## src/pces_pkg.sv

```systemverilog
package pces_pkg;
  // ------------------------------------------------------------
  // Widths
  // ------------------------------------------------------------
  localparam int SEL_W = 7;
  localparam int CNT_W = 32;
  localparam int THR_W = 6;
  localparam int AXI_AW = 8;
  localparam int THR_SCALE_SHIFT = 5;
  localparam int TIMER_W = 12;
  // ------------------------------------------------------------
  // Register offsets and fields
  // ------------------------------------------------------------
  localparam logic [7:0] OFF_CTRL0 = 8'h00;
  localparam logic [7:0] OFF_CTRL2 = 8'h04;
  localparam logic [7:0] OFF_COUNTER = 8'h08;
  localparam logic [7:0] OFF_BKPT_ADDR = 8'h0C;
  localparam logic [7:0] OFF_BKPT_MASK = 8'h10;
  localparam logic [7:0] OFF_STATUS = 8'h14;
  localparam int CTRL0_SEL_LSB = 0;
  localparam int CTRL0_TIMEBASE_BIT_SELECT_LSB = 8;
  localparam int CTRL0_THR_LSB = 16;
  localparam int CTRL0_CE_BIT = 24;
  localparam int CTRL0_OCE_BIT = 25;
  localparam int CTRL0_XE_BIT = 26;
  localparam int CTRL2_MULT_BIT = 0;
  localparam logic [31:0] CTRL0_MASK = 32'h073F_037F;
  localparam logic [31:0] CTRL2_MASK = 32'h0000_0001;
  localparam logic [31:0] BKPT_MASK_BITS = 32'hFFFF_FFFC;
  localparam logic [31:0] CTRL0_RST = 32'h0000_0000;
  localparam logic [31:0] CTRL2_RST = 32'h0000_0000;
  localparam logic [31:0] COUNTER_RST = 32'h0000_0000;
  localparam logic [31:0] BKPT_ADDR_RST = 32'h0000_0000;
  localparam logic [31:0] BKPT_MASK_RST = 32'hFFFF_FFFC;
  localparam logic [1:0] RESP_OKAY = 2'h0;
  localparam logic [1:0] RESP_SLVERR = 2'h2;
  // Timebase bit per select value, counted from the LSB
  localparam logic [4:0] TB_BIT0 = 5'h00;
  localparam logic [4:0] TB_BIT1 = 5'h08;
  localparam logic [4:0] TB_BIT2 = 5'h0C;
  localparam logic [4:0] TB_BIT3 = 5'h10;
  // ------------------------------------------------------------
  // Event select codes
  // ------------------------------------------------------------
  localparam logic [6:0] EV_NONE = 7'h00;
  localparam logic [6:0] EV_CYCLES = 7'h01;
  localparam logic [6:0] EV_COMPL = 7'h02;
  localparam logic [6:0] EV_TB_EDGE = 7'h03;
  localparam logic [6:0] EV_DISP = 7'h04;
  localparam logic [6:0] EV_COND = 7'h05;
  localparam logic [6:0] EV_RSVD6 = 7'h06;
  localparam logic [6:0] EV_EXT = 7'h07;
  localparam logic [6:0] EV_VDONE_LO = 7'h08;
  localparam logic [6:0] EV_VDONE_HI = 7'h0B;
  localparam logic [6:0] EV_MTVSTAT = 7'h0C;
  localparam logic [6:0] EV_MTVMASK = 7'h0D;
  localparam logic [6:0] EV_VWAIT_LO = 7'h0E;
  localparam logic [6:0] EV_VWAIT_HI = 7'h11;
  localparam logic [6:0] EV_MFV_HOLD = 7'h12;
  localparam logic [6:0] EV_SAT_EDGE = 7'h13;
  localparam logic [6:0] EV_STORE = 7'h14;
  localparam logic [6:0] EV_IC_MISS = 7'h15;
  localparam logic [6:0] EV_SNOOP = 7'h16;
  localparam logic [6:0] EV_BR_LO = 7'h17;
  localparam logic [6:0] EV_BR_HI = 7'h1B;
  localparam logic [6:0] EV_GPR_DISP = 7'h1C;
  localparam logic [6:0] EV_DISP3 = 7'h1D;
  localparam logic [6:0] EV_IQ_THR = 7'h1E;
  localparam logic [6:0] EV_VIQ_THR = 7'h1F;
  localparam logic [6:0] EV_NO_COMPL = 7'h20;
  localparam logic [6:0] EV_KIND_LO = 7'h21;
  localparam logic [6:0] EV_KIND_HI = 7'h25;
  localparam logic [6:0] EV_LSM = 7'h26;
  localparam logic [6:0] EV_ITLB = 7'h27;
  localparam logic [6:0] EV_DTLB = 7'h28;
  localparam logic [6:0] EV_IC_ACC = 7'h29;
  localparam logic [6:0] EV_BKPT = 7'h2A;
  localparam logic [6:0] EV_LMISS = 7'h2B;
  localparam logic [6:0] EV_SNOOP_MOD = 7'h2C;
  localparam logic [6:0] EV_ALIAS_LO = 7'h2D;
  localparam logic [6:0] EV_ALIAS_HI = 7'h2F;
  localparam logic [6:0] EV_CQ_LO = 7'h30;
  localparam logic [6:0] EV_CQ_HI = 7'h32;
endpackage : pces_pkg

```

## src/pces_top.sv

```systemverilog
// Functional notes
// - Select zero holds the counter; select field is seven bits, 128 codes.
// - Counting starts on control write; stops when cleared or interrupt raised.
// - Code 1 adds one every clock cycle.
// - Code 2 adds completed instructions per cycle, zero to three.
// - Code 3 counts rising edges of the chosen timebase bit.
// - Code 4 adds dispatched instructions per cycle, zero to three.
// - Code 5 counts onsets of the monitor exception condition.
// - Code 7 counts rising edges of the external monitor input.
// - Codes 8-13 count vector unit and vector register move completions.
// - Codes 14-17 count vector reservation station operand-wait cycles.
// - Code 18 counts held status reads; code 19 saturation flag rises.
// - Code 20 counts completed stores, one per multiple or string.
// - Codes 21 and 41 count instruction cache misses and accesses.
// - Codes 22, 44, 48, 49, 50 count data cache snoop events.
// - Codes 23-27 count branch events including speculative ones.
// - Code 28 counts issue-queue dispatches; code 29 triple-dispatch cycles.
// - Codes 30, 31 count cycles queue fill reaches unscaled threshold.
// - Codes 32-37 count idle cycles and completion kinds.
// - Code 38 counts load multiple/string; zero-length only under single step.
// - Code 39 counts instruction table search cycles.
// - Code 40 counts data table search cycles beyond scaled threshold.
// - Code 42 adds completions matching masked breakpoint address.
// - Code 43 counts oldest miss queue cycles beyond scaled threshold.
// - Codes 45-47 count miss queue alias events.
//
// Decided for this implementation: the register addresses and register access over AXI4-Lite.
`timescale 1ns/100ps
`default_nettype none
module pces_top (
  input wire logic aclk,
  input wire logic aresetn,
  input wire logic [7:0] awaddr,
  input wire logic awvalid,
  output logic awready,
  input wire logic [31:0] wdata,
  input wire logic [3:0] wstrb,
  input wire logic wvalid,
  output logic wready,
  output logic [1:0] bresp,
  output logic bvalid,
  input wire logic bready,
  input wire logic [7:0] araddr,
  input wire logic arvalid,
  output logic arready,
  output logic [31:0] rdata,
  output logic [1:0] rresp,
  output logic rvalid,
  input wire logic rready,
  input wire logic [1:0] compl_cnt,
  input wire logic [1:0] disp_cnt,
  input wire logic [31:0] timebase_lower,
  input wire logic monitor_ext_in,
  input wire logic other_counter_negative,
  input wire logic [3:0] vec_unit_done,
  input wire logic mtvstat_done,
  input wire logic mtvmask_done,
  input wire logic [3:0] vec_rs_wait,
  input wire logic mfvstat_hold,
  input wire logic vector_saturation_flag,
  input wire logic store_done,
  input wire logic icache_miss,
  input wire logic icache_access,
  input wire logic snoop_any,
  input wire logic snoop_hit_mod,
  input wire logic [2:0] snoop_castout,
  input wire logic [4:0] branch_ev,
  input wire logic [1:0] gpr_disp_cnt,
  input wire logic [5:0] iq_valid_cnt,
  input wire logic [5:0] viq_valid_cnt,
  input wire logic [4:0] compl_kind,
  input wire logic lsm_done,
  input wire logic lsx_zero_done,
  input wire logic single_step_trace_enable,
  input wire logic itlb_search,
  input wire logic dtlb_search,
  input wire logic lmq_oldest_busy,
  input wire logic [29:0] compl_addr_0,
  input wire logic [29:0] compl_addr_1,
  input wire logic [29:0] compl_addr_2,
  input wire logic [2:0] miss_alias_ev,
  output logic counting_active,
  output logic monitor_condition,
  output logic monitor_interrupt_req
);
  // ------------------------------------------------------------
  // Register bus slave
  // ------------------------------------------------------------
  logic aw_q, w_q, bvalid_q, rvalid_q;
  logic [7:0] waddr_q;
  logic [31:0] wdata_q, rdata_q;
  logic [3:0] wstrb_q;
  logic [1:0] bresp_q, rresp_q;
  logic [31:0] ctrl0_q, ctrl2_q, counter_q, bkpt_addr_q, bkpt_mask_q;
  logic count_en_q, cond_q, irq_q;
  logic [31:0] wmask, rd_mux;
  logic [7:0] wa, ra;
  logic wr_go, wr_ctrl0, wr_ctrl2, wr_cnt, wr_baddr, wr_bmask, wr_hit;
  logic rd_hit;

  assign awready = ~aw_q & ~bvalid_q;
  assign wready = ~w_q & ~bvalid_q;
  assign bvalid = bvalid_q;
  assign bresp = bresp_q;
  assign arready = ~rvalid_q;
  assign rvalid = rvalid_q;
  assign rdata = rdata_q;
  assign rresp = rresp_q;

  // Address and data may arrive in either order; the write acts
  // only once both are held.
  assign wr_go = aw_q & w_q;
  assign wa = {waddr_q[7:2], 2'b00};
  assign ra = {araddr[7:2], 2'b00};
  assign wmask = {{8{wstrb_q[3]}}, {8{wstrb_q[2]}}, {8{wstrb_q[1]}}, {8{wstrb_q[0]}}};
  assign wr_ctrl0 = wr_go && wa == pces_pkg::OFF_CTRL0;
  assign wr_ctrl2 = wr_go && wa == pces_pkg::OFF_CTRL2;
  assign wr_cnt = wr_go && wa == pces_pkg::OFF_COUNTER;
  assign wr_baddr = wr_go && wa == pces_pkg::OFF_BKPT_ADDR;
  assign wr_bmask = wr_go && wa == pces_pkg::OFF_BKPT_MASK;
  assign wr_hit = wr_ctrl0 | wr_ctrl2 | wr_cnt | wr_baddr | wr_bmask;

  always_comb begin
    rd_hit = 1'b1;
    case (ra)
      pces_pkg::OFF_CTRL0: rd_mux = ctrl0_q;
      pces_pkg::OFF_CTRL2: rd_mux = ctrl2_q;
      pces_pkg::OFF_COUNTER: rd_mux = counter_q;
      pces_pkg::OFF_BKPT_ADDR: rd_mux = bkpt_addr_q;
      pces_pkg::OFF_BKPT_MASK: rd_mux = bkpt_mask_q;
      pces_pkg::OFF_STATUS: rd_mux = {29'h0000_0000, irq_q, cond_q, count_en_q};
      default: begin
        rd_mux = 32'h0000_0000;
        rd_hit = 1'b0;
      end
    endcase
  end

  always_ff @(posedge aclk) begin
    if (!aresetn) begin
      aw_q <= 1'b0;
      w_q <= 1'b0;
      bvalid_q <= 1'b0;
      bresp_q <= pces_pkg::RESP_OKAY;
      waddr_q <= 8'h00;
      wdata_q <= 32'h0000_0000;
      wstrb_q <= 4'h0;
    end else begin
      if (awvalid && awready) begin
        aw_q <= 1'b1;
        waddr_q <= awaddr;
      end
      if (wvalid && wready) begin
        w_q <= 1'b1;
        wdata_q <= wdata;
        wstrb_q <= wstrb;
      end
      if (wr_go) begin
        aw_q <= 1'b0;
        w_q <= 1'b0;
        bvalid_q <= 1'b1;
        bresp_q <= wr_hit ? pces_pkg::RESP_OKAY : pces_pkg::RESP_SLVERR;
      end else if (bvalid_q && bready) begin
        bvalid_q <= 1'b0;
      end
    end
  end

  always_ff @(posedge aclk) begin
    if (!aresetn) begin
      rvalid_q <= 1'b0;
      rdata_q <= 32'h0000_0000;
      rresp_q <= pces_pkg::RESP_OKAY;
    end else if (arvalid && arready) begin
      rvalid_q <= 1'b1;
      rdata_q <= rd_mux;
      rresp_q <= rd_hit ? pces_pkg::RESP_OKAY : pces_pkg::RESP_SLVERR;
    end else if (rvalid_q && rready) begin
      rvalid_q <= 1'b0;
    end
  end

  // ------------------------------------------------------------
  // Control fields
  // ------------------------------------------------------------
  logic [31:0] ctrl0_d;
  logic [6:0] sel;
  logic [1:0] timebase_bit_select;
  logic [5:0] thr;
  logic [4:0] tb_idx;
  logic [11:0] thr_scaled;

  assign ctrl0_d = ((ctrl0_q & ~wmask) | (wdata_q & wmask)) & pces_pkg::CTRL0_MASK;
  assign sel = ctrl0_q[pces_pkg::CTRL0_SEL_LSB +: pces_pkg::SEL_W];
  assign timebase_bit_select = ctrl0_q[pces_pkg::CTRL0_TIMEBASE_BIT_SELECT_LSB +: 2];
  assign thr = ctrl0_q[pces_pkg::CTRL0_THR_LSB +: pces_pkg::THR_W];
  assign thr_scaled = ctrl2_q[pces_pkg::CTRL2_MULT_BIT] ?
    {1'b0, thr, 5'h00} : {6'h00, thr};
  assign tb_idx = (timebase_bit_select == 2'h0) ? pces_pkg::TB_BIT0 :
                  (timebase_bit_select == 2'h1) ? pces_pkg::TB_BIT1 :
                  (timebase_bit_select == 2'h2) ? pces_pkg::TB_BIT2 : pces_pkg::TB_BIT3;

  // ------------------------------------------------------------
  // Event conditioning
  // ------------------------------------------------------------
  logic [3:0] edge_lvl, edge_rise;
  logic dtlb_over, lmq_over, cond_d;

  assign edge_lvl = {vector_saturation_flag, cond_q, monitor_ext_in,
                     timebase_lower[tb_idx]};

  pces_rise_det #(.W(4)) u_edges (
    .aclk(aclk),
    .aresetn(aresetn),
    .level(edge_lvl),
    .rise(edge_rise)
  );

  pces_over_thresh #(.W(pces_pkg::TIMER_W)) u_dtlb_thr (
    .aclk(aclk),
    .aresetn(aresetn),
    .active(dtlb_search),
    .limit(thr_scaled),
    .over(dtlb_over)
  );

  pces_over_thresh #(.W(pces_pkg::TIMER_W)) u_lmq_thr (
    .aclk(aclk),
    .aresetn(aresetn),
    .active(lmq_oldest_busy),
    .limit(thr_scaled),
    .over(lmq_over)
  );

  // Breakpoint hits among the completing slots
  logic [29:0] cmp_addr [3];
  logic [29:0] bk_mask, bk_cmp;
  logic [1:0] bp_hits;
  assign cmp_addr[0] = compl_addr_0;
  assign cmp_addr[1] = compl_addr_1;
  assign cmp_addr[2] = compl_addr_2;
  assign bk_mask = bkpt_mask_q[31:2];
  assign bk_cmp = bkpt_addr_q[31:2] & bk_mask;

  always_comb begin
    bp_hits = 2'h0;
    for (int i = 0; i < 3; i++) begin
      if (2'(i) < compl_cnt && (cmp_addr[i] & bk_mask) == bk_cmp) begin
        bp_hits = bp_hits + 2'h1;
      end
    end
  end

  // ------------------------------------------------------------
  // Event selection
  // ------------------------------------------------------------
  logic [1:0] ev_inc;
  logic [6:0] off_v, off_w, off_b, off_k, off_a, off_c;
  assign off_v = sel - pces_pkg::EV_VDONE_LO;
  assign off_w = sel - pces_pkg::EV_VWAIT_LO;
  assign off_b = sel - pces_pkg::EV_BR_LO;
  assign off_k = sel - pces_pkg::EV_KIND_LO;
  assign off_a = sel - pces_pkg::EV_ALIAS_LO;
  assign off_c = sel - pces_pkg::EV_CQ_LO;

  always_comb begin
    ev_inc = 2'h0;
    case (sel)
      pces_pkg::EV_CYCLES: ev_inc = 2'h1;
      pces_pkg::EV_COMPL: ev_inc = compl_cnt;
      pces_pkg::EV_TB_EDGE: ev_inc = {1'b0, edge_rise[0]};
      pces_pkg::EV_DISP: ev_inc = disp_cnt;
      pces_pkg::EV_COND: ev_inc = {1'b0, edge_rise[2]};
      pces_pkg::EV_EXT: ev_inc = {1'b0, edge_rise[1]};
      pces_pkg::EV_MTVSTAT: ev_inc = {1'b0, mtvstat_done};
      pces_pkg::EV_MTVMASK: ev_inc = {1'b0, mtvmask_done};
      pces_pkg::EV_MFV_HOLD: ev_inc = {1'b0, mfvstat_hold};
      pces_pkg::EV_SAT_EDGE: ev_inc = {1'b0, edge_rise[3]};
      pces_pkg::EV_STORE: ev_inc = {1'b0, store_done};
      pces_pkg::EV_IC_MISS: ev_inc = {1'b0, icache_miss};
      pces_pkg::EV_IC_ACC: ev_inc = {1'b0, icache_access};
      pces_pkg::EV_SNOOP: ev_inc = {1'b0, snoop_any};
      pces_pkg::EV_SNOOP_MOD: ev_inc = {1'b0, snoop_hit_mod};
      pces_pkg::EV_GPR_DISP: ev_inc = gpr_disp_cnt;
      pces_pkg::EV_DISP3: ev_inc = {1'b0, disp_cnt == 2'h3};
      pces_pkg::EV_IQ_THR: ev_inc = {1'b0, iq_valid_cnt >= thr};
      pces_pkg::EV_VIQ_THR: ev_inc = {1'b0, viq_valid_cnt >= thr};
      pces_pkg::EV_NO_COMPL: ev_inc = {1'b0, compl_cnt == 2'h0};
      pces_pkg::EV_LSM: ev_inc = {1'b0, lsm_done |
        (lsx_zero_done & single_step_trace_enable)};
      pces_pkg::EV_ITLB: ev_inc = {1'b0, itlb_search};
      pces_pkg::EV_DTLB: ev_inc = {1'b0, dtlb_over};
      pces_pkg::EV_BKPT: ev_inc = bp_hits;
      pces_pkg::EV_LMISS: ev_inc = {1'b0, lmq_over};
      default: begin
        // Reserved and unimplemented codes add nothing
        ev_inc = 2'h0;
        if (sel >= pces_pkg::EV_VDONE_LO && sel <= pces_pkg::EV_VDONE_HI) begin
          ev_inc = {1'b0, vec_unit_done[off_v[1:0]]};
        end
        if (sel >= pces_pkg::EV_VWAIT_LO && sel <= pces_pkg::EV_VWAIT_HI) begin
          ev_inc = {1'b0, vec_rs_wait[off_w[1:0]]};
        end
        if (sel >= pces_pkg::EV_BR_LO && sel <= pces_pkg::EV_BR_HI) begin
          ev_inc = {1'b0, branch_ev[off_b[2:0]]};
        end
        if (sel >= pces_pkg::EV_KIND_LO && sel <= pces_pkg::EV_KIND_HI) begin
          ev_inc = {1'b0, compl_kind[off_k[2:0]]};
        end
        if (sel >= pces_pkg::EV_ALIAS_LO && sel <= pces_pkg::EV_ALIAS_HI) begin
          ev_inc = {1'b0, miss_alias_ev[off_a[1:0]]};
        end
        if (sel >= pces_pkg::EV_CQ_LO && sel <= pces_pkg::EV_CQ_HI) begin
          ev_inc = {1'b0, snoop_castout[off_c[1:0]]};
        end
      end
    endcase
  end

  // ------------------------------------------------------------
  // Counter and monitor condition
  // ------------------------------------------------------------
  // Condition enable bits gate; the exception enable only gates the request
  assign cond_d = (counter_q[31] & ctrl0_q[pces_pkg::CTRL0_CE_BIT]) |
                  (other_counter_negative & ctrl0_q[pces_pkg::CTRL0_OCE_BIT]);

  always_ff @(posedge aclk) begin
    if (!aresetn) begin
      ctrl0_q <= pces_pkg::CTRL0_RST;
      ctrl2_q <= pces_pkg::CTRL2_RST;
      bkpt_addr_q <= pces_pkg::BKPT_ADDR_RST;
      bkpt_mask_q <= pces_pkg::BKPT_MASK_RST;
    end else begin
      if (wr_ctrl0) ctrl0_q <= ctrl0_d;
      if (wr_ctrl2) ctrl2_q <= wdata_q & pces_pkg::CTRL2_MASK;
      if (wr_baddr) bkpt_addr_q <= wdata_q & pces_pkg::BKPT_MASK_BITS;
      if (wr_bmask) bkpt_mask_q <= wdata_q & pces_pkg::BKPT_MASK_BITS;
    end
  end

  always_ff @(posedge aclk) begin
    if (!aresetn) begin
      counter_q <= pces_pkg::COUNTER_RST;
      count_en_q <= 1'b0;
      cond_q <= 1'b0;
      irq_q <= 1'b0;
    end else begin
      cond_q <= cond_d;
      irq_q <= cond_d & ctrl0_q[pces_pkg::CTRL0_XE_BIT];
      // Software write wins over an interrupt in the same cycle
      if (wr_ctrl0) begin
        count_en_q <= (ctrl0_d != 32'h0000_0000);
      end else if (irq_q) begin
        count_en_q <= 1'b0;
      end
      if (wr_cnt) begin
        counter_q <= (counter_q & ~wmask) | (wdata_q & wmask);
      end else if (count_en_q) begin
        counter_q <= counter_q + {30'h0000_0000, ev_inc};
      end
    end
  end

  assign counting_active = count_en_q;
  assign monitor_condition = cond_q;
  assign monitor_interrupt_req = irq_q;

  logic live;
  assign live = count_en_q && !wr_cnt;
endmodule : pces_top
`default_nettype wire

```

## src/pces_rise_det.sv

```systemverilog
`timescale 1ns/100ps
`default_nettype none
module pces_rise_det #(
  parameter int W = 4
) (
  input wire logic aclk,
  input wire logic aresetn,
  input wire logic [W-1:0] level,
  output logic [W-1:0] rise
);
  logic [W-1:0] prev_q;
  logic primed_q;

  if (W < 1) begin : g_chk
    $error("pces_rise_det: W must be at least 1");
  end

  // No edge is reported in the first cycle after reset: the
  // previous level is not yet known.
  assign rise = level & ~prev_q & {W{primed_q}};

  always_ff @(posedge aclk) begin
    if (!aresetn) begin
      prev_q <= '0;
      primed_q <= 1'b0;
    end else begin
      prev_q <= level;
      primed_q <= 1'b1;
    end
  end
endmodule : pces_rise_det
`default_nettype wire

```

## src/pces_over_thresh.sv

```systemverilog
`timescale 1ns/100ps
`default_nettype none
module pces_over_thresh #(
  parameter int W = 12
) (
  input wire logic aclk,
  input wire logic aresetn,
  input wire logic active,
  input wire logic [W-1:0] limit,
  output logic over
);
  logic [W-1:0] elapsed_q;

  if (W < 2) begin : g_chk
    $error("pces_over_thresh: W must be at least 2");
  end

  // Cycle i of an active stretch (from 0) is over once i >= limit
  assign over = active && (elapsed_q >= limit);

  // Saturates so a very long search never wraps back under the limit
  always_ff @(posedge aclk) begin
    if (!aresetn || !active) begin
      elapsed_q <= '0;
    end else if (elapsed_q != {W{1'b1}}) begin
      elapsed_q <= elapsed_q + {{(W-1){1'b0}}, 1'b1};
    end
  end
endmodule : pces_over_thresh
`default_nettype wire

```

## config.mk

```make
export PLATFORM = sky130hd
export DESIGN_NAME = pces_top
export DESIGN_NICKNAME = d
export VERILOG_FILES = /design/src/pces_pkg.sv /design/src/pces_top.sv /design/src/pces_rise_det.sv /design/src/pces_over_thresh.sv
export SDC_FILE = /design/constraint.sdc
export NUM_CORES = 1
export LEC_CHECK = 0
export BUFFER_PORTS_ARGS = -buffer_cell sky130_fd_sc_hd__buf_2
export CORE_UTILIZATION = 45
export CTS_CLUSTER_DIAMETER = 100
export DETAILED_ROUTE_END_ITERATION = 10
export HOLD_SLACK_MARGIN = 0.02
export PLACE_DENSITY = 0.71
export SYNTH_ARGS = -nofsm -noshare
export SYNTH_HDL_FRONTEND = slang
export SYNTH_SLANG_ARGS = --single-unit
export TNS_END_PERCENT = 30
```

## constraint.sdc

```tcl
create_clock -name aclk -period 5.5 [get_ports aclk]
set_input_delay 0.275 -clock aclk [delete_from_list [all_inputs] [get_ports aclk]]
set_output_delay 0.275 -clock aclk [all_outputs]
set_load 0.02 [all_outputs]
```

# Word level (Yosys, flattened, before mapping)
# Index checks and enable logic that the tools add are counted.
[totals]
register_bits = 227
input_bits = 240
output_inout_bits = 44
elab_cells = 210
[classes]
n_addsub = 11
order_cmp = 26
eq_ne = 42
mux = 41
n_bitwise = 31
n_reduce_logical = 37
[op_table]
columns = ["operator", "n"]
rows = [
  ["$pmux 32 s6", 1],
  ["$and 30x30->30", 4],
  ["$eq 30x30->1", 3],
  ["$and 32x32->32", 2],
  ["$mux 32", 2],
  ["$eq 7x5->1 const B", 9],
  ["$eq 7x6->1 const B", 8],
  ["$pmux 2 s25", 1],
  ["$add 32x2->32", 1],
  ["$not 32->32", 1],
  ["$or 32x32->32", 1],
  ["$reduce_bool 32->1", 1],
  ["$and 27x27->27", 1],
  ["$or 27x27->27", 1],
  ["$add 12x1->12 const B", 2],
  ["$eq 6x2->1 const B", 4],
  ["$ge 12x11->1", 2],
  ["$ne 12x12->1 const B", 2],
  ["$eq 7x3->1 const B", 3],
  ["$ge 7x6->1 const B", 3],
  ["$le 7x6->1 const B", 3],
  ["$logic_and 1x1->1", 21],
  ["$eq 6x3->1 const B", 3],
  ["$mux 2", 9],
  ["39 further kinds", 100],
]

# Logic depth before layout (Yosys ltp)
# Gate-level depths: netlist of run 1.
[depth]
depth_word = 13
mapped_depth = 19
depth_no_buf = 18

# Cells and area by module
# From an unflattened synthesis of run 1, not the netlist that was laid out.
[hier_totals]
cells_unflattened = 1629
area_unflattened_um2 = 13429.1
[by_module_without_submodules]
columns = ["module", "n_inst", "cells_each", "area_per_inst_um2", "seq_area_each_um2"]
rows = [
  ["pces_top", 1, 1414, 11512.3, 3883.7],
  ["pces_over_thresh", 2, 101, 878.3, 240.2],
  ["pces_rise_det", 1, 13, 160.2, 100.1],
]

# Worst setup path after synthesis of run 1
# Ideal clock, no wire load.
[synth_timing]
kind = "reg-to-reg"
from = "register ctrl0_q[0]"
to = "register (tool-made name)"
setup_ns = 0.070
t_arrival_ns = 4.343
required_time_ns = 5.430
setup_slack_ns = 1.087
path_stages_with_launch = 20
n_path_buf = 3
period_less_slack_ns = 4.413
cell_sequence = "dfxtp_1 > clkbuf_1 > clkbuf_1 > inv_1 > ha_1 > clkbuf_1 > mux4_2 > mux2_2 > o2111ai_1 > a31oi_1 > a211oi_1 > a41oi_1 > ha_1 > inv_1 > fa_1 > nand4b_1 > nor4b_2 > a21oi_1 > or3b_1 > a21oi_1"
[synth_rtl]
columns = ["item", "line", "text"]
rows = [
  ["start, declared", "pces_top.sv:94", "logic [31:0] ctrl0_q, ctrl2_q, counter_q, bkpt_addr_q, bkpt_mask_q;"],
  ["start signal, assigned", "pces_top.sv:329", "ctrl0_q <= pces_pkg::CTRL0_RST;"],
  ["start signal, assigned", "pces_top.sv:334", "if (wr_ctrl0) ctrl0_q <= ctrl0_d;"],
]

==> results.json, run 1 <==
{
  "first_iter_violations": 1389,
  "synth_edf_count": 0,
  "setup_tns_ps": 0,
  "crit_type": "register to register",
  "overflow": 0,
  "async_flop_share": 0,
  "crit_arrival_ps": 5470,
  "end_kind": "register",
  "cts_resized": 0,
  "track_usage": 0.302,
  "synth_warnings": 0,
  "clkLatencyLatePin_ps": 550,
  "htreeDepth": 1,
  "final_layout_size_suffix_gt1_frac": 0.185,
  "start_util": 0.460,
  "synth.distinct_cells": 79,
  "clock_sinks": 223,
  "wl_mm": 45.4,
  "met3_length_mm": 3.63,
  "layout.nets": 2141,
  "ys.flop_type": "dfxtp_1",
  "hold_path.class": "input pin to register",
  "avgSynthCellArea_um2": 8.00,
  "path_clk_slew_ps": 60,
  "maxCapViolations": 0,
  "fmax_ghz": 0.200,
  "worstMarginPinSlew_ps": 1010,
  "synthToLayoutAreaGrowth_pct": 22.0,
  "fp.dieArea_um2": 29300,
  "fin_util": 0.562,
  "critical_path.startpoint": "bkpt_addr_q[9]",
  "layout_common_cells": "253 x buf_2, 246 x nand2_1, 223 x dfxtp_1",
  "ant_nets": 0,
  "cts_tree": "done",
  "clockBufferDepth": 3,
  "top_layer": "met5",
  "io_pins": 284,
  "multiInputGateArea_um2": 7870,
  "synthCells": 1611,
  "first_global_vias": 12400,
  "rsz0062_at_grt": "false",
  "fillers": 2619,
  "ys_ff_latch": 223,
  "outcome": "finished clean",
  "clockRootBuffer": "clkbuf_16",
  "finalSetupViolCount": 0,
  "slew_violations": 0,
  "placed_cells": 2154,
  "globalplace.congestion": 0.982,
  "cts-buffers-inserted": 26,
  "wl_met1_mm": 18.7,
  "final_hold_viol_count": 0,
  "drc": 0,
  "clock_skew_ps": 25.3,
  "synth_area_um2": 12900,
  "die_x_um": 171,
  "vdd_drop_max_mv": 0.226,
  "final_common_cell": "buf_2",
  "leakage_uw": 0.00664,
  "cp.required_ps": 5970,
  "finalCritPeriodShare": 0.909,
  "grt_antenna_before_repair": 3,
  "coreArea_um2": 28000,
  "die_h_um": 171,
  "seq_area_frac_synth": 0.346,
  "met2RoutedLength_mm": 21.2,
  "crit_fanout": 6,
  "seq_area_um2": 4460,
  "power_density_nw_per_um2": 242,
  "hold_slack_ps": 41.4,
  "reg2reg_from": "bkpt_addr_q[9]",
  "hpwl_mm": 33.4,
  "hp-start": "wdata[9]",
  "drtPass1Iterations": 6,
  "cp-start-kind": "register",
  "io_buffers": 253,
  "grt_pass1_wl_mm": 68.4,
  "holdBufCountCts": 49,
  "slew-limit-headroom": 0.328,
  "vias": 13600,
  "final_cells": 2251,
  "vias_per_cell": 6.02,
  "rows": 61,
  "layout_min_cycle_time_ps": 5000,
  "grt_max_degree": 92,
  "cts_setup_buffers": 0,
  "power.total_uw": 3800,
  "wl_per_cell_um": 20.2
}
[kinds of logic after synthesis]
group           synth area share
mux                       0.0505
other cells             0.000291
xor+xnor                  0.0590
simple gates               0.245
buf+inv                   0.0450
fa+ha+maj                 0.0472
flops                      0.346
compound gates             0.206
[metrics by stage]
stage               worst slack, ps  area, um^2
floorplan                      1090       12900
global placement                736       14400
detailed placement              631       14400
CTS                             611       15700
global route                    148       15700
finish                          501       15700
[final timing paths]
kind,endpoint,slack (ps),depth (start not counted)
setup / recovery,register,500,17
hold reg to reg,wdata_q[11],470,2
setup reg to reg,register,500,17
hold / removal,wdata_q[9],40,3
[critical path, stage by stage (launching register included)]
cell,delay [ps]
dfxtp_1,480
inv_1,70
a31oi_1,220
nand4_1,100
or4_1,610
nor4b_1,410
ha_1,360
nor2_1,130
mux2i_1,90
a41oi_1,260
ha_1,200
inv_1,50
fa_1,430
nand4b_1,400
nor4b_2,530
a21oi_1,120
or3b_1,360
a21oi_1,130
[cell usage after synthesis, types with 11 or more instances]
master / number / area share
xor2_1: 73 / 0.050
and3_1: 19 / 0.0092
a221oi_1: 11 / 0.0075
nand2_1: 246 / 0.072
nor2_1: 138 / 0.040
o21ai_0: 74 / 0.029
xnor2_1: 12 / 0.0082
and2_1: 12 / 0.0058
dfxtp_1: 223 / 0.35
a311oi_1: 11 / 0.0075
nand3_1: 84 / 0.033
nor3_1: 26 / 0.010
clkbuf_1: 93 / 0.027
a21oi_1: 96 / 0.037
nand3b_1: 38 / 0.022
ha_1: 47 / 0.046
a22oi_1: 95 / 0.055
a211oi_1: 22 / 0.013
inv_1: 32 / 0.0093
mux2i_1: 47 / 0.036
nand4_1: 18 / 0.0087
nand2b_1: 12 / 0.0058
[where the power goes]
part           switching [uW]  leakage, uW  internal (uW)  total, uW
clock network             715     0.000423           1030       1740
logic                     194      0.00441            159        353
registers                55.8      0.00181           1650       1700
[routing by layer]
metal	track usage	vias up
met2	0.495	675
li1	-	6320
met1	0.390	6429
met3	0.0527	127
met4	0.126	2
met5	0	-
[cell type report]
| class | count | share of cell area |
|---|---|---|
| diodes | 1 | 0.000159 |
| inverters | 32 | 0.00780 |
| well taps | 378 | 0.0301 |
| clock inverters | 11 | 0.00867 |
| clock buffers | 36 | 0.0463 |
| repair buffers | 326 | 0.123 |
| multi-input cells | 1244 | 0.500 |
| flip-flops and latches | 223 | 0.284 |
Note: power is estimated with default switching activity, not from simulation.
==> inputs of run 2 (changes only) <==
--- a/config.mk
+++ b/config.mk
@@ -10,7 +10,8 @@
 export CTS_CLUSTER_DIAMETER = 100
 export DETAILED_ROUTE_END_ITERATION = 10
 export HOLD_SLACK_MARGIN = 0.02
-export PLACE_DENSITY = 0.71
+export MAX_ROUTING_LAYER = met4
+export PLACE_DENSITY = 0.74
 export SYNTH_ARGS = -nofsm -noshare
 export SYNTH_HDL_FRONTEND = slang
 export SYNTH_SLANG_ARGS = --single-unit
==> constraint.sdc (replaced) <==
create_clock -name aclk -period 4.4 [get_ports aclk]
set_input_delay 0.22 -clock aclk [delete_from_list [all_inputs] [get_ports aclk]]
set_output_delay 0.22 -clock aclk [all_outputs]
set_load 0.02 [all_outputs]
==> run 2 against run 1 <==
Effect of this change: routed wire length increased by 8.5%; final area increased by 4.1%; count of clock-buffer cells in the layout decreased by 8; flip-flop and latch count unchanged; via count increased by 2.8%; highest routed layer is now met4.
==> results.json, run 2 (synthesis gave the netlist of run 1 again) <==
{
  "outcome": "finished clean",
  "end_kind": "register",
  "setup_tns_ps": 0,
  "drtPass1Iterations": 9,
  "start_util": 0.460,
  "fillers": 2554,
  "final_layout_size_suffix_gt1_frac": 0.224,
  "grt_max_degree": 64,
  "clkLatencyLatePin_ps": 540,
  "crit_type": "register to register",
  "first_iter_violations": 1380,
  "worstMarginPinSlew_ps": 960,
  "io_buffers": 253,
  "seqPwrFrac": 0.436,
  "final_common_cell": "buf_2",
  "clock_sinks": 223,
  "clock_skew_ps": 15.5,
  "layout.nets": 2202,
  "final_cells": 2312,
  "reg2regPathDepth": 13,
  "p_sw_uw": 1260,
  "grt_antenna_before_repair": 1,
  "io_pins": 284,
  "first_global_vias": 12900,
  "finalCritPeriodShare": 0.968,
  "cts_tree": "done",
  "vias_per_cell": 6.02,
  "cp.required_ps": 4860,
  "pwr-share-clk": 0.471,
  "leakage_uw": 0.00701,
  "layout_common_cells": "253 x buf_2, 246 x nand2_1, 217 x dfxtp_1",
  "ant_nets": 0,
  "maxCapViolations": 0,
  "critical_path.startpoint": "bkpt_addr_q[25]",
  "rsz0062_at_grt": "true",
  "clockRootBuffer": "clkbuf_16",
  "num_antenna_cells": 0,
  "crit_arrival_ps": 4720,
  "grt_pass1_wl_mm": 73.9,
  "wl_per_cell_um": 21.3,
  "slew-limit-headroom": 0.355,
  "hpwl_mm": 36.7,
  "finalSetupViolCount": 0,
  "fmax_ghz": 0.235,
  "clockBufferDepth": 3,
  "coreArea_um2": 28000,
  "vdd_drop_max_mv": 0.356,
  "hold_path.class": "input pin to register",
  "path_clk_slew_ps": 60,
  "intPower_uw": 3630,
  "track_usage": 0.339,
  "slew_violations": 0,
  "htreeDepth": 1,
  "die_h_um": 171,
  "cp-start-kind": "register",
  "globalplace.congestion": 1.00,
  "crit_fanout": 5,
  "overflow": 0,
  "cts-buffers-inserted": 26,
  "vias": 13900,
  "reg2reg_from": "bkpt_addr_q[25]",
  "power_density_nw_per_um2": 299,
  "fp.dieArea_um2": 29300,
  "r2r_slack_ps": 140,
  "rows": 61,
  "placed_cells": 2212,
  "synthToLayoutAreaGrowth_pct": 27.0,
  "swShare": 0.257,
  "hp-start": "timebase_lower[4]",
  "final_hold_viol_count": 0,
  "drc": 0,
  "p_comb_frac": 0.094,
  "layout_min_cycle_time_ps": 4260,
  "die_x_um": 171,
  "wl_mm": 49.2
}
[run 2: changes by cell type in the layout (fill, tap and decap cells not counted), moves of 3 or more]
cell and delta:
ha_1 -3, clkinv_2 +4, dfxtp_2 +6, buf_4 +57, clkbuf_1 -6, dfxtp_1 -6
[run 2: area by class of cell]
type / count / area (um^2) / area share
well taps: 378 / 473 / 0.0289
clock inverters: 20 / 254 / 0.0155
inverters: 32 / 123 / 0.00749
flip-flops and latches: 223 / 4470 / 0.273
repair buffers: 387 / 2420 / 0.148
multi-input cells: 1244 / 7950 / 0.486
clock buffers: 28 / 678 / 0.0414
[run 2: critical path: stages, from the launching register on]
cell and delay [ps]:
dfxtp_1 490, xnor2_2 150, o221ai_1 150, or4_4 600, nor4_4 430, mux2i_1 360, o221ai_1 180, ha_1 300
a21oi_1 120, nand4b_1 390, nor4_1 550, buf_4 220, nor3_1 40, a211oi_1 200
[run 2: metal layers]
| metal | part of all wire | track usage |
|---|---|---|
| met5 | 0 | - |
| met1 | 0.42 | 0.437 |
| met3 | 0.073 | 0.0486 |
| met4 | 0.040 | 0.138 |
| met2 | 0.47 | 0.532 |
[run 2: worst min-delay path by stage]
stage                        end  slack [ps]  cells after the start
4_1_cts        u_edges.prev_q[0]         220                      4
6_report       u_edges.prev_q[0]         210                      4
3_5_place_dp              rvalid         410                      2
2_1_floorplan   u_edges.primed_q         250                      0
5_1_grt        u_edges.prev_q[0]         240                      4
3_3_place_gp              rvalid         400                      2
[run 2: power by group through the flow]
stage	clock network, uW	logic (uW)	registers [uW]
floorplan	0	226	2140
global placement	0	405	2170
detailed placement	0	411	2170
CTS	2320	448	2130
global route	2410	496	2130
finish	2300	458	2130
[run 2: timing repair]
action                                 CTS  global route
gates resized for setup                  5            19
hold buffers                            51             0
pin swaps                                2            10
setup buffers                            0             1
endpoints found under the hold margin   50             0
setup endpoints to repair                8            17
[run 2: stage by stage]
stage	hold WS (ps)	util	area [um^2]	total power, uW	setup slack (ps)
2_1_floorplan	248	-	12900	2360	119
3_3_place_gp	404	0.530	14800	2580	-39.9
3_5_place_dp	410	0.530	14800	2580	-119
4_1_cts	217	0.582	16300	4900	13.3
5_1_grt	243	0.585	16400	5040	-52.8
6_report	211	0.585	16400	4890	141
